--- src/pkg/fccc_pkg.sv ---
// Shared constants and types for the flash card command interpreter
package fccc_pkg;
	// Bus widths
	localparam int ADDR_W = 16;
	localparam int DATA_W = 8;
	// Attribute register addresses
	localparam logic [15:0] CARD_STATUS_ADDR = 16'h4100;
	localparam logic [15:0] WR_PROT_ADDR = 16'h4104;
	localparam logic [15:0] VOLT_CTRL_ADDR = 16'h410c;
	// Attribute information structure ends here (exclusive)
	localparam logic [15:0] ATTR_CIS_END = 16'h4000;
	// Common information structure ends here (exclusive)
	localparam logic [15:0] COMMON_CIS_END = 16'h0400;
	// Card status fields
	localparam int CS_READY = 0;
	localparam int CS_WP_SWITCH = 1;
	localparam int CS_INFO_STRUCTURE_WRITE_PROTECT = 2;
	localparam int CS_PWRDN = 3;
	localparam int CS_COMMON_ARRAY_WRITE_PROTECT = 4;
	localparam int CS_SOFT_RESET_FLAG = 5;
	// Write protection fields
	localparam int WP_CIS = 0;
	localparam int WP_COMMON = 1;
	localparam int WP_BLOCK_EN = 2;
	localparam int WP_BITS = 3;
	localparam logic [2:0] WP_RESET = 3'h0;
	// Voltage control fields
	localparam int VC_GEN = 0;
	localparam int VC_VALID = 1;
	localparam int VC_LEVEL = 7;
	localparam logic VC_GEN_RESET = 1'b0;
	// Lock bit inside a block status byte
	localparam int BSR_LOCK = 6;
	// Command codes
	localparam logic [7:0] C_WRITE = 8'h40;
	localparam logic [7:0] C_WRITE_ALT = 8'h10;
	localparam logic [7:0] C_ERASE = 8'h20;
	localparam logic [7:0] C_CLEAR = 8'h50;
	localparam logic [7:0] C_RD_CSR = 8'h70;
	localparam logic [7:0] C_RD_EXT = 8'h71;
	localparam logic [7:0] C_RD_ID = 8'h90;
	localparam logic [7:0] C_SUSPEND = 8'hb0;
	localparam logic [7:0] C_CONFIRM = 8'hd0;
	localparam logic [7:0] C_RD_ARRAY = 8'hff;
	localparam logic [7:0] C_PB_XFER = 8'h0c;
	localparam logic [7:0] C_PB_SINGLE = 8'h74;
	localparam logic [7:0] C_RB_CFG = 8'h96;
	localparam logic [7:0] C_UPLOAD = 8'h97;
	localparam logic [7:0] C_ERASE_ALL = 8'ha7;
	localparam logic [7:0] C_PB_SEQ = 8'he0;
	// Ready/busy sub-codes
	localparam logic [7:0] RB_SUB_LEVEL = 8'h01;
	localparam logic [7:0] RB_SUB_PWRITE = 8'h02;
	localparam logic [7:0] RB_SUB_PERASE = 8'h03;
	localparam logic [7:0] RB_SUB_OFF = 8'h04;
	// Ready/busy pulse width
	localparam int RB_PULSE_NS = 250;
	localparam int CLK_NS = 50;
	localparam int RB_PULSE_CYC = (RB_PULSE_NS + CLK_NS - 1) / CLK_NS;
	localparam logic [3:0] RB_PULSE_LEN = 4'(RB_PULSE_CYC);

	// Ready/busy output modes
	typedef enum logic [1:0] {
		RB_LEVEL = 2'h0,
		RB_PWRITE = 2'h1,
		RB_PERASE = 2'h2,
		RB_OFF = 2'h3
	} fccc_rb_mode_t;

	// Host read selection
	typedef enum logic [1:0] {
		RD_ARRAY = 2'h0,
		RD_ID = 2'h1,
		RD_CSR = 2'h2,
		RD_EXT = 2'h3
	} fccc_rd_mode_t;

	// Operations handed to the flash array
	typedef enum logic [3:0] {
		OP_NONE = 4'h0,
		OP_WRITE = 4'h1,
		OP_ERASE = 4'h2,
		OP_ERASE_ALL = 4'h3,
		OP_SUSPEND = 4'h4,
		OP_RESUME = 4'h5,
		OP_CLEAR = 4'h6,
		OP_PB_SEQ_CNT = 4'h7,
		OP_PB_LOAD = 4'h8,
		OP_PB_XFER = 4'h9,
		OP_UPLOAD = 4'ha
	} fccc_op_t;

	// One queued array request
	typedef struct packed {
		logic valid;
		fccc_op_t op;
		logic [15:0] addr;
		logic [15:0] aux;
		logic [7:0] data;
	} fccc_req_t;

	// Host bus pins after synchronising
	typedef struct packed {
		logic ce_n;
		logic reg_n;
		logic oe_n;
		logic we_n;
		logic [15:0] addr;
		logic [7:0] data;
	} fccc_pins_t;
endpackage

--- src/hw/fccc_card_ctrl.sv ---
// Card-side command interpreter and management registers
`timescale 1ns/10ps
`default_nettype none
module fccc_card_ctrl
(
	input wire logic mclk, // System clock, 20 MHz
	input wire logic rst, // Asynchronous reset, high
	input wire logic ce_n, // Card enable pin
	input wire logic reg_n, // Attribute plane select pin
	input wire logic oe_n, // Output enable pin
	input wire logic we_n, // Write enable pin
	input wire logic [15:0] addr, // Address pins
	input wire logic [7:0] data_in, // Data pins, inbound
	output logic [7:0] data_out, // Data pins, outbound
	output logic data_oe, // Data pins driven
	input wire logic vcc_3v3, // Host supplies 3.3V
	input wire logic wp_switch, // Mechanical protect switch
	input wire logic soft_reset_flag, // Soft reset state
	input wire logic power_down_flag, // Power-down state
	input wire logic gen_valid, // Generator output in range
	input wire logic array_busy, // Array working
	input wire logic [7:0] array_rdata, // Array read data
	input wire logic [7:0] id_rdata, // Identifier data
	input wire logic [7:0] csr_rdata, // Compatible status
	input wire logic [7:0] ext_rdata, // Global/block status
	output fccc_pkg::fccc_req_t req, // Request to array
	output logic block_lock_enable, // Per-block locking on
	output logic prog_voltage_generator_on, // Generator on
	output logic locks_uploaded, // Lock states loaded
	output logic attr_write, // Attribute CIS write pulse
	output logic ready_busy_output // Ready/busy pin
);
	// Command sequencer states
	typedef enum logic [11:0] {
		ST_IDLE = 12'h001,
		ST_WDATA = 12'h002,
		ST_ERS_CF = 12'h004,
		ST_ALL_CF = 12'h008,
		ST_UPL_CF = 12'h010,
		ST_SEQ_LO = 12'h020,
		ST_SEQ_HI = 12'h040,
		ST_SEQ_DAT = 12'h080,
		ST_XF_LO = 12'h100,
		ST_XF_HI = 12'h200,
		ST_SGL = 12'h400,
		ST_RB_SUB = 12'h800
	} fccc_state_t;

	fccc_pkg::fccc_pins_t pin_raw; // Pins as they arrive
	fccc_pkg::fccc_pins_t sync1_r; // First stage only
	fccc_pkg::fccc_pins_t sync2_r; // Safe to use
	fccc_pkg::fccc_pins_t prev_r; // For edge detection
	logic [3:0] lvl1_r; // Status level first stage
	logic [3:0] lvl2_r; // Status level second stage
	fccc_state_t state_r, state_nxt; // Sequencer
	logic [2:0] wp_r; // Write protection bits
	logic vgen_r; // Generator switch
	logic locks_r; // Lock upload done
	fccc_pkg::fccc_rb_mode_t rb_mode_r, rb_mode_nxt;
	fccc_pkg::fccc_rd_mode_t rd_mode_r, rd_mode_nxt;
	fccc_pkg::fccc_req_t req_r, req_nxt;
	logic [15:0] lo_addr_r, lo_addr_nxt; // Count-low address
	logic [7:0] cnt_r, cnt_nxt; // Sequential load count
	logic last_erase_r; // Last array op kind
	logic busy_prev_r; // Busy delayed
	logic [3:0] pulse_r; // Pulse countdown
	logic [7:0] dout_r; // Read data register
	logic attr_wr_r; // Attribute write pulse

	// Synchronised levels
	wire s_vcc = lvl2_r[0];
	wire s_wps = lvl2_r[1];
	wire s_gen = lvl2_r[2];
	wire s_busy = lvl2_r[3];

	// Strobe decode
	wire sel = !sync2_r.ce_n;
	wire wr_take = sel && !prev_r.we_n && sync2_r.we_n;
	wire attr = !prev_r.reg_n;
	wire com_wr = wr_take && !attr;
	wire attr_wr = wr_take && attr;
	wire [15:0] wa = prev_r.addr;
	wire [7:0] wd = prev_r.data;
	wire hit_wp = wa == fccc_pkg::WR_PROT_ADDR;
	wire hit_vc = wa == fccc_pkg::VOLT_CTRL_ADDR;
	wire in_acis = wa < fccc_pkg::ATTR_CIS_END;
	// Protected common region: everything past the common CIS
	wire com_prot = wp_r[fccc_pkg::WP_COMMON] &&
		(wa >= fccc_pkg::COMMON_CIS_END);

	// Register read views
	// Reset, protect, power-down flags
	wire [7:0] card_status = {2'h0, soft_reset_flag,
		wp_r[fccc_pkg::WP_COMMON], power_down_flag,
		wp_r[fccc_pkg::WP_CIS], s_wps, !s_busy};
	wire [7:0] volt_ctrl = {s_vcc, 5'h00, s_gen, vgen_r};
	wire [7:0] ext_view = locks_r ? ext_rdata :
		(ext_rdata | (8'h01 << fccc_pkg::BSR_LOCK));

	assign pin_raw = '{ce_n: ce_n, reg_n: reg_n, oe_n: oe_n,
		we_n: we_n, addr: addr, data: data_in};

	// Two-flop synchroniser for bus pins and four levels; soft_reset_flag and power_down_flag bypass it
	always_ff @(posedge mclk or posedge rst)
	begin
		if (rst)
		begin
			sync1_r <= '{ce_n: 1'b1, reg_n: 1'b1, oe_n: 1'b1,
				we_n: 1'b1, addr: 16'h0000, data: 8'h00};
			sync2_r <= '{ce_n: 1'b1, reg_n: 1'b1, oe_n: 1'b1,
				we_n: 1'b1, addr: 16'h0000, data: 8'h00};
			prev_r <= '{ce_n: 1'b1, reg_n: 1'b1, oe_n: 1'b1,
				we_n: 1'b1, addr: 16'h0000, data: 8'h00};
			lvl1_r <= 4'h0;
			lvl2_r <= 4'h0;
		end
		else
		begin
			sync1_r <= pin_raw;
			sync2_r <= sync1_r;
			prev_r <= sync2_r;
			lvl1_r <= {array_busy, gen_valid, wp_switch, vcc_3v3};
			lvl2_r <= lvl1_r;
		end
	end

	// Command decoding; writes land on the rising write strobe
	always_comb
	begin
		state_nxt = state_r;
		rb_mode_nxt = rb_mode_r;
		rd_mode_nxt = rd_mode_r;
		lo_addr_nxt = lo_addr_r;
		cnt_nxt = cnt_r;
		req_nxt = '{valid: 1'b0, op: fccc_pkg::OP_NONE,
			addr: wa, aux: 16'h0000, data: wd};
		if (com_wr)
		begin
			case (state_r)
				ST_IDLE:
				begin
					case (wd)
						fccc_pkg::C_WRITE,
						fccc_pkg::C_WRITE_ALT:
							state_nxt = ST_WDATA;
						fccc_pkg::C_ERASE:
							state_nxt = ST_ERS_CF;
						fccc_pkg::C_ERASE_ALL:
							state_nxt = ST_ALL_CF;
						fccc_pkg::C_UPLOAD:
							state_nxt = ST_UPL_CF;
						fccc_pkg::C_PB_SEQ:
							state_nxt = ST_SEQ_LO;
						fccc_pkg::C_PB_XFER:
							state_nxt = ST_XF_LO;
						fccc_pkg::C_PB_SINGLE:
							state_nxt = ST_SGL;
						fccc_pkg::C_RB_CFG:
							state_nxt = ST_RB_SUB;
						fccc_pkg::C_SUSPEND:
						begin
							req_nxt.valid = 1'b1;
							req_nxt.op = fccc_pkg::OP_SUSPEND;
						end
						fccc_pkg::C_CONFIRM:
						begin
							req_nxt.valid = 1'b1;
							req_nxt.op = fccc_pkg::OP_RESUME;
						end
						fccc_pkg::C_CLEAR:
						begin
							req_nxt.valid = 1'b1;
							req_nxt.op = fccc_pkg::OP_CLEAR;
						end
						fccc_pkg::C_RD_ARRAY:
							rd_mode_nxt = fccc_pkg::RD_ARRAY;
						fccc_pkg::C_RD_ID:
							rd_mode_nxt = fccc_pkg::RD_ID;
						fccc_pkg::C_RD_CSR:
							rd_mode_nxt = fccc_pkg::RD_CSR;
						fccc_pkg::C_RD_EXT:
							rd_mode_nxt = fccc_pkg::RD_EXT;
						// Unknown codes are ignored
						default:
							state_nxt = ST_IDLE;
					endcase
				end
				ST_WDATA:
				begin
					req_nxt.valid = !com_prot;
					req_nxt.op = fccc_pkg::OP_WRITE;
					state_nxt = ST_IDLE;
				end
				ST_ERS_CF:
				begin
					req_nxt.valid = (wd == fccc_pkg::C_CONFIRM) &&
						!com_prot;
					req_nxt.op = fccc_pkg::OP_ERASE;
					state_nxt = ST_IDLE;
				end
				ST_ALL_CF:
				begin
					req_nxt.valid = (wd == fccc_pkg::C_CONFIRM) &&
						!wp_r[fccc_pkg::WP_COMMON];
					req_nxt.op = fccc_pkg::OP_ERASE_ALL;
					state_nxt = ST_IDLE;
				end
				ST_UPL_CF:
				begin
					req_nxt.valid = wd == fccc_pkg::C_CONFIRM;
					req_nxt.op = fccc_pkg::OP_UPLOAD;
					state_nxt = ST_IDLE;
				end
				ST_SEQ_LO:
				begin
					cnt_nxt = wd;
					state_nxt = ST_SEQ_HI;
				end
				ST_SEQ_HI:
				begin
					req_nxt.valid = 1'b1;
					req_nxt.op = fccc_pkg::OP_PB_SEQ_CNT;
					req_nxt.aux = {wd, cnt_r};
					state_nxt = ST_SEQ_DAT;
				end
				ST_SEQ_DAT:
				begin
					req_nxt.valid = 1'b1;
					req_nxt.op = fccc_pkg::OP_PB_LOAD;
					cnt_nxt = cnt_r - 8'h01;
					if (cnt_r == 8'h00)
						state_nxt = ST_IDLE;
				end
				ST_XF_LO:
				begin
					cnt_nxt = wd;
					lo_addr_nxt = wa;
					state_nxt = ST_XF_HI;
				end
				ST_XF_HI:
				begin
					req_nxt.valid = !com_prot;
					req_nxt.op = fccc_pkg::OP_PB_XFER;
					// High count sits at flipped A0
					req_nxt.aux = {lo_addr_r[15:1], ~lo_addr_r[0]};
					// High byte assumed zero by host
					req_nxt.data = cnt_r;
					state_nxt = ST_IDLE;
				end
				ST_SGL:
				begin
					req_nxt.valid = 1'b1;
					req_nxt.op = fccc_pkg::OP_PB_LOAD;
					state_nxt = ST_IDLE;
				end
				ST_RB_SUB:
				begin
					case (wd)
						fccc_pkg::RB_SUB_LEVEL:
							rb_mode_nxt = fccc_pkg::RB_LEVEL;
						fccc_pkg::RB_SUB_PWRITE:
							rb_mode_nxt = fccc_pkg::RB_PWRITE;
						fccc_pkg::RB_SUB_PERASE:
							rb_mode_nxt = fccc_pkg::RB_PERASE;
						fccc_pkg::RB_SUB_OFF:
							rb_mode_nxt = fccc_pkg::RB_OFF;
						default:
							rb_mode_nxt = rb_mode_r;
					endcase
					state_nxt = ST_IDLE;
				end
				default:
					state_nxt = ST_IDLE;
			endcase
		end
	end

	// Sequencer and request registers
	always_ff @(posedge mclk or posedge rst)
	begin
		if (rst)
		begin
			state_r <= ST_IDLE;
			rb_mode_r <= fccc_pkg::RB_LEVEL;
			rd_mode_r <= fccc_pkg::RD_ARRAY;
			req_r <= '{valid: 1'b0, op: fccc_pkg::OP_NONE,
				addr: 16'h0000, aux: 16'h0000, data: 8'h00};
			lo_addr_r <= 16'h0000;
			cnt_r <= 8'h00;
		end
		else
		begin
			state_r <= state_nxt;
			rb_mode_r <= rb_mode_nxt;
			rd_mode_r <= rd_mode_nxt;
			req_r <= req_nxt;
			lo_addr_r <= lo_addr_nxt;
			cnt_r <= cnt_nxt;
		end
	end

	// Management register writes
	always_ff @(posedge mclk or posedge rst)
	begin
		if (rst)
		begin
			wp_r <= fccc_pkg::WP_RESET;
			vgen_r <= fccc_pkg::VC_GEN_RESET;
			locks_r <= 1'b0;
			attr_wr_r <= 1'b0;
		end
		else
		begin
			if (attr_wr && hit_wp)
				wp_r <= wd[fccc_pkg::WP_BITS-1:0];
			if (attr_wr && hit_vc)
				vgen_r <= wd[fccc_pkg::VC_GEN];
			if (req_nxt.valid && req_nxt.op == fccc_pkg::OP_UPLOAD)
				locks_r <= 1'b1;
			attr_wr_r <= attr_wr && in_acis &&
				!wp_r[fccc_pkg::WP_CIS];
		end
	end

	// Read data mux, registered toward the pins
	always_ff @(posedge mclk or posedge rst)
	begin
		if (rst)
			dout_r <= 8'h00;
		else if (!sync2_r.reg_n)
		begin
			// Status with ready in bit 0
			if (sync2_r.addr == fccc_pkg::CARD_STATUS_ADDR)
				dout_r <= card_status;
			else if (sync2_r.addr == fccc_pkg::WR_PROT_ADDR)
				dout_r <= {5'h00, wp_r};
			else if (sync2_r.addr == fccc_pkg::VOLT_CTRL_ADDR)
				dout_r <= volt_ctrl;
			else
				dout_r <= 8'h00;
		end
		else
		begin
			case (rd_mode_r)
				fccc_pkg::RD_ID: dout_r <= id_rdata;
				fccc_pkg::RD_CSR: dout_r <= csr_rdata;
				fccc_pkg::RD_EXT: dout_r <= ext_view;
				default: dout_r <= array_rdata;
			endcase
		end
	end

	// Ready/busy pulse on completion of the chosen op kind
	always_ff @(posedge mclk or posedge rst)
	begin
		if (rst)
		begin
			busy_prev_r <= 1'b0;
			last_erase_r <= 1'b0;
			pulse_r <= 4'h0;
		end
		else
		begin
			busy_prev_r <= s_busy;
			if (req_r.valid && (req_r.op == fccc_pkg::OP_ERASE ||
				req_r.op == fccc_pkg::OP_ERASE_ALL))
				last_erase_r <= 1'b1;
			else if (req_r.valid && (req_r.op == fccc_pkg::OP_WRITE ||
				req_r.op == fccc_pkg::OP_PB_XFER))
				last_erase_r <= 1'b0;
			if (busy_prev_r && !s_busy &&
				((rb_mode_r == fccc_pkg::RB_PWRITE && !last_erase_r) ||
				(rb_mode_r == fccc_pkg::RB_PERASE && last_erase_r)))
				pulse_r <= fccc_pkg::RB_PULSE_LEN;
			else if (pulse_r != 4'h0)
				pulse_r <= pulse_r - 4'h1;
		end
	end

	// Output drive
	assign data_out = dout_r;
	assign data_oe = sel && !sync2_r.oe_n && sync2_r.we_n;
	assign req = req_r;
	assign block_lock_enable = wp_r[fccc_pkg::WP_BLOCK_EN];
	assign prog_voltage_generator_on = vgen_r;
	assign locks_uploaded = locks_r;
	assign attr_write = attr_wr_r;
	assign ready_busy_output = (rb_mode_r == fccc_pkg::RB_LEVEL) ?
		!s_busy : (pulse_r == 4'h0);
endmodule
`default_nettype wire

--- config.mk ---
export PLATFORM = sky130hd
export DESIGN_NAME = fccc_card_ctrl
export DESIGN_NICKNAME = d
export VERILOG_FILES = /design/src/pkg/fccc_pkg.sv /design/src/hw/fccc_card_ctrl.sv
export SDC_FILE = /design/constraint.sdc
export NUM_CORES = 1
export LEC_CHECK = 0
export BUFFER_PORTS_ARGS = -buffer_cell sky130_fd_sc_hd__buf_2
export CAP_MARGIN = 20
export CELL_PAD_IN_SITES_DETAIL_PLACEMENT = 1
export CELL_PAD_IN_SITES_GLOBAL_PLACEMENT = 1
export CORE_MARGIN = 3
export CORE_UTILIZATION = 38
export DETAILED_ROUTE_END_ITERATION = 10
export PLACE_DENSITY = 0.65
export RECOVER_POWER = 100
export SYNTH_ARGS = -nofsm -noshare
export SYNTH_HDL_FRONTEND = slang
export SYNTH_SLANG_ARGS = --single-unit
--- constraint.sdc ---
create_clock -name mclk -period 15.5 [get_ports mclk]
set_input_delay 3.875 -clock mclk [delete_from_list [all_inputs] [get_ports mclk]]
set_output_delay 3.875 -clock mclk [all_outputs]
set_load 0.005 [all_outputs]
==> out/results.txt <==
Worst-margin pin slew: 5.78 ns
Largest net degree at the start of global routing: 135
Ys async rst share: 100%
Total congestion overflow: 0
WL per Instance: 20.2 µm
Setup TNS Final: 0 ns
Internal power: 0.785 mW
Vias in the first global route: 5462
Final Hold Viols: 0
Core area: 19100 µm²
Maxcap violations: 2
Number of diodes: 0
Die Span Y: 147 µm
Max Freq: 127 MHz
Mapped Nets: 632
Nets: 749
Post-DP HPWL: 13.5 mm
DRC: 0
Crit path required time: 14.97 ns
Area growth syn-to-layout: 15.8%
Initial Util: 39.5%
Synth Warn #: 0
Post-CTS Setup Bufs: 0
Share of cells above drive strength 1: 22.4%
Tot GR Track Use: 18.2%
Dominant synthesized flop cell: dfrtp_1
Synth Register Bits: 195
CTS tree: done
Ports: 127
Max stage delay cell, worst path: clkinvlp_2
Final WS setup: 7.63 ns
Initial antenna violation count: 0
CP bufs+invs: 2
Leakage: 3.98 nW
H-tree level count: 4
Seq/Total Area, Yosys: 64.7%
Cell Area, Synth: 7560 µm²
Iter 0 DRT Violations: 208
Routability congestion estimate: 0.812
Cells after Synth: 561
CP Data Arrival Time: 7.34 ns
CTS Sinks: 195
Clock Latency Late Sink: 0.43 ns
Failing checks: capacitance limit, slew limit
Area of the multi-input gates: 2310 µm²
Filler Cell Count: 2102
NetSw: 0.257 mW
Crit path cell chain: buf_2, clkinvlp_2
Via Count: 4945
DR pass1 iterations: 4
Cell area after layout: 8760 µm²
Chip Width: 147 µm
Via-per-instance ratio: 5.20
Port-buffer cells: 126
Fraction of power spent switching nets: 24.7%
Post-synth EDFFs: 0
Flip-flop and latch area: 4890 µm²
Worst Setup End Kind: asynchronous set/reset pin
Final worst path period need: 7.87 ns
Final wirelength: 19.2 mm
Reg2Reg Setup Slack: 11.89 ns
Hold_ws: 0.349 ns
Root Driver: clkbuf_16
Sequential Power Share: 52.9%
CP delay by family, top: buffers and inverters
Post-Syn Area per Cell: 13.5 µm²
VDD IR max: 0.0739 mV
Clock power frac: 41.3%
Placed cell areas: 8380 µm²
Clock slew at reported path FFs: 0.07 ns
Count of different cell masters after synthesis: 72
First-pass GRT wire length: 30.6 mm
RSZ-0062 raised after global routing: false
Post-route ant nets: 0
Max clock buf depth: 2
Slew HR: -286%
HP Class: reg2reg
Crit share post-route: 50.8%
Cts repair resizes: 0
Status: finished, violations left
# setup viols final: 0
Critical Setup Path Class: in2async
Dpl ws: 9.99 ns
PwrDens: 119 nW/µm²
Critical path fanouts, max: 134
Num CTS Buffers: 17
Worst stage delay on the critical path: 3.15 ns
Clock skew: 0.0110 ns
# hold bufs at CTS: 0
Logic gate share of total power: 5.8%
Crit start category: input port
Slew Viols, Final: 159
Die Area: 21600 µm²
Rows: 50
## cell families (layout without fill, tap and decap cells)
logic type,Yosys count,in the layout,share of synthesized area (%)
xor gates and xnor gates,8,8,0.926
adders and majority gates,3,3,0.496
DFF,195,195,64.7
buffers and inverters,42,172,2.80
muxes,54,54,9.76
AOI/OAI and AO/OA,79,79,7.28
and+or+nand+nor,180,180,14.1
## path summary, 6_finish.rpt
check,startpoint,to,cells past startpoint
worst max-delay path,rst,req[9],2
worst min-delay path,lvl1_r[3],lvl2_r[3],0
worst max register to register,state_r[1],req[0],5
worst min register to register,lvl1_r[3],lvl2_r[3],0
max in group mclk,pulse_r[0],ready_busy_output,6
min in group asynchronous,rst,lo_addr_r[7],2
## power groups by stage
stage / registers, mW / clock network [mW] / logic (mW)
floorplan: 0.551 / 0 / 0.0445
finish: 0.551 / 0.430 / 0.0608
global route: 0.554 / 0.463 / 0.0701
detailed placement: 0.561 / 0 / 0.0651
CTS: 0.551 / 0.440 / 0.0657
global placement: 0.559 / 0 / 0.0614
## synthesized netlist by cell type, drive strengths merged (3+ instances only)
cell type	count	area, µm²
mux2	40	510
o31ai	3	22.5
or4b	3	30.0
nor2b	4	25.0
o21ai	20	104
and2	4	25.0
and4	3	26.3
buf	15	110
inv	11	41.3
nor4	14	130
mux4	7	158
or2	3	18.8
a22o	15	131
o211ai	5	37.5
mux2i	7	70.1
clkbuf	16	60.1
nor3	17	101
dfstp	11	289
dfrtp	184	4600
nor3b	7	52.6
nand2	35	131
a31oi	5	31.3
xnor2	4	35.0
nand3	12	77.6
nor2	40	170
xor2	4	35.0
ha	3	37.5
nand2b	8	50.1
nand4	9	62.6
a21oi	13	72.6
and3	8	50.1
or4	4	37.5
## area by class of cell
type | instances | share of cell area, %
clock inverter | 12 | 1.36
clock buffer | 20 | 5.34
tap | 260 | 3.71
multi-input combinational | 324 | 26.4
inverter | 11 | 0.486
timing repair buffer | 129 | 6.82
sequential | 195 | 55.9
## metal layers
layer	track usage, %	vias up	wire length [µm]	share of wire [%]
met1	22.9	2599	8150	43
met5	0	-	0	0
met2	32.5	87	10200	53
li1	-	2238	-	-
met3	3.15	21	594	3.1
met4	5.31	0	246	1.3
## registers in the layout (all words and copies together) (netlist names)
signal,flops
attr_write,1
busy_prev_r,1
cnt_r,8
data_out,8
last_erase_r,1
lo_addr_r,16
locks_uploaded,1
lvl1_r,4
lvl2_r,4
prev_r,2
prog_voltage_generator_on,1
pulse_r,4
rb_mode_r,2
rd_mode_r,2
req,45
state_r,12
sync1_r,28
sync2_r,28
wa,16
wd,8
wp_r,3
## per-stage QoR
step,utilization (%),power (mW),cells
finish,45.7,1.04,951
global route,45.7,1.09,951
CTS,46.8,1.06,951
detailed placement,43.8,0.626,919
global placement,43.8,0.620,919
floorplan,-,0.596,561
## placed cells by master, fill, tap and decap left out, types with 4 or more instances in the layout
master,Yosys,routed
dfrtp_1,184,184
inv_1,11,10
buf_2,7,84
clkbuf_1,16,44
o21ai_1,5,4
and3_1,8,8
mux2_1,14,30
clkbuf_16,0,18
dfstp_2,11,9
nor3b_1,7,7
a22o_1,15,15
a21oi_1,11,13
mux4_2,7,7
mux2i_1,7,7
nor4_1,10,13
o21ai_0,14,15
o211ai_1,5,5
nand3_1,10,11
nand2b_1,8,8
xnor2_1,4,4
nor2_1,36,38
nand4_1,8,9
nor3_1,15,17
nor2b_1,4,4
a31oi_1,5,5
xor2_1,4,4
nand2_1,35,35
mux2_2,10,10
(Power assumes the default switching activity.)
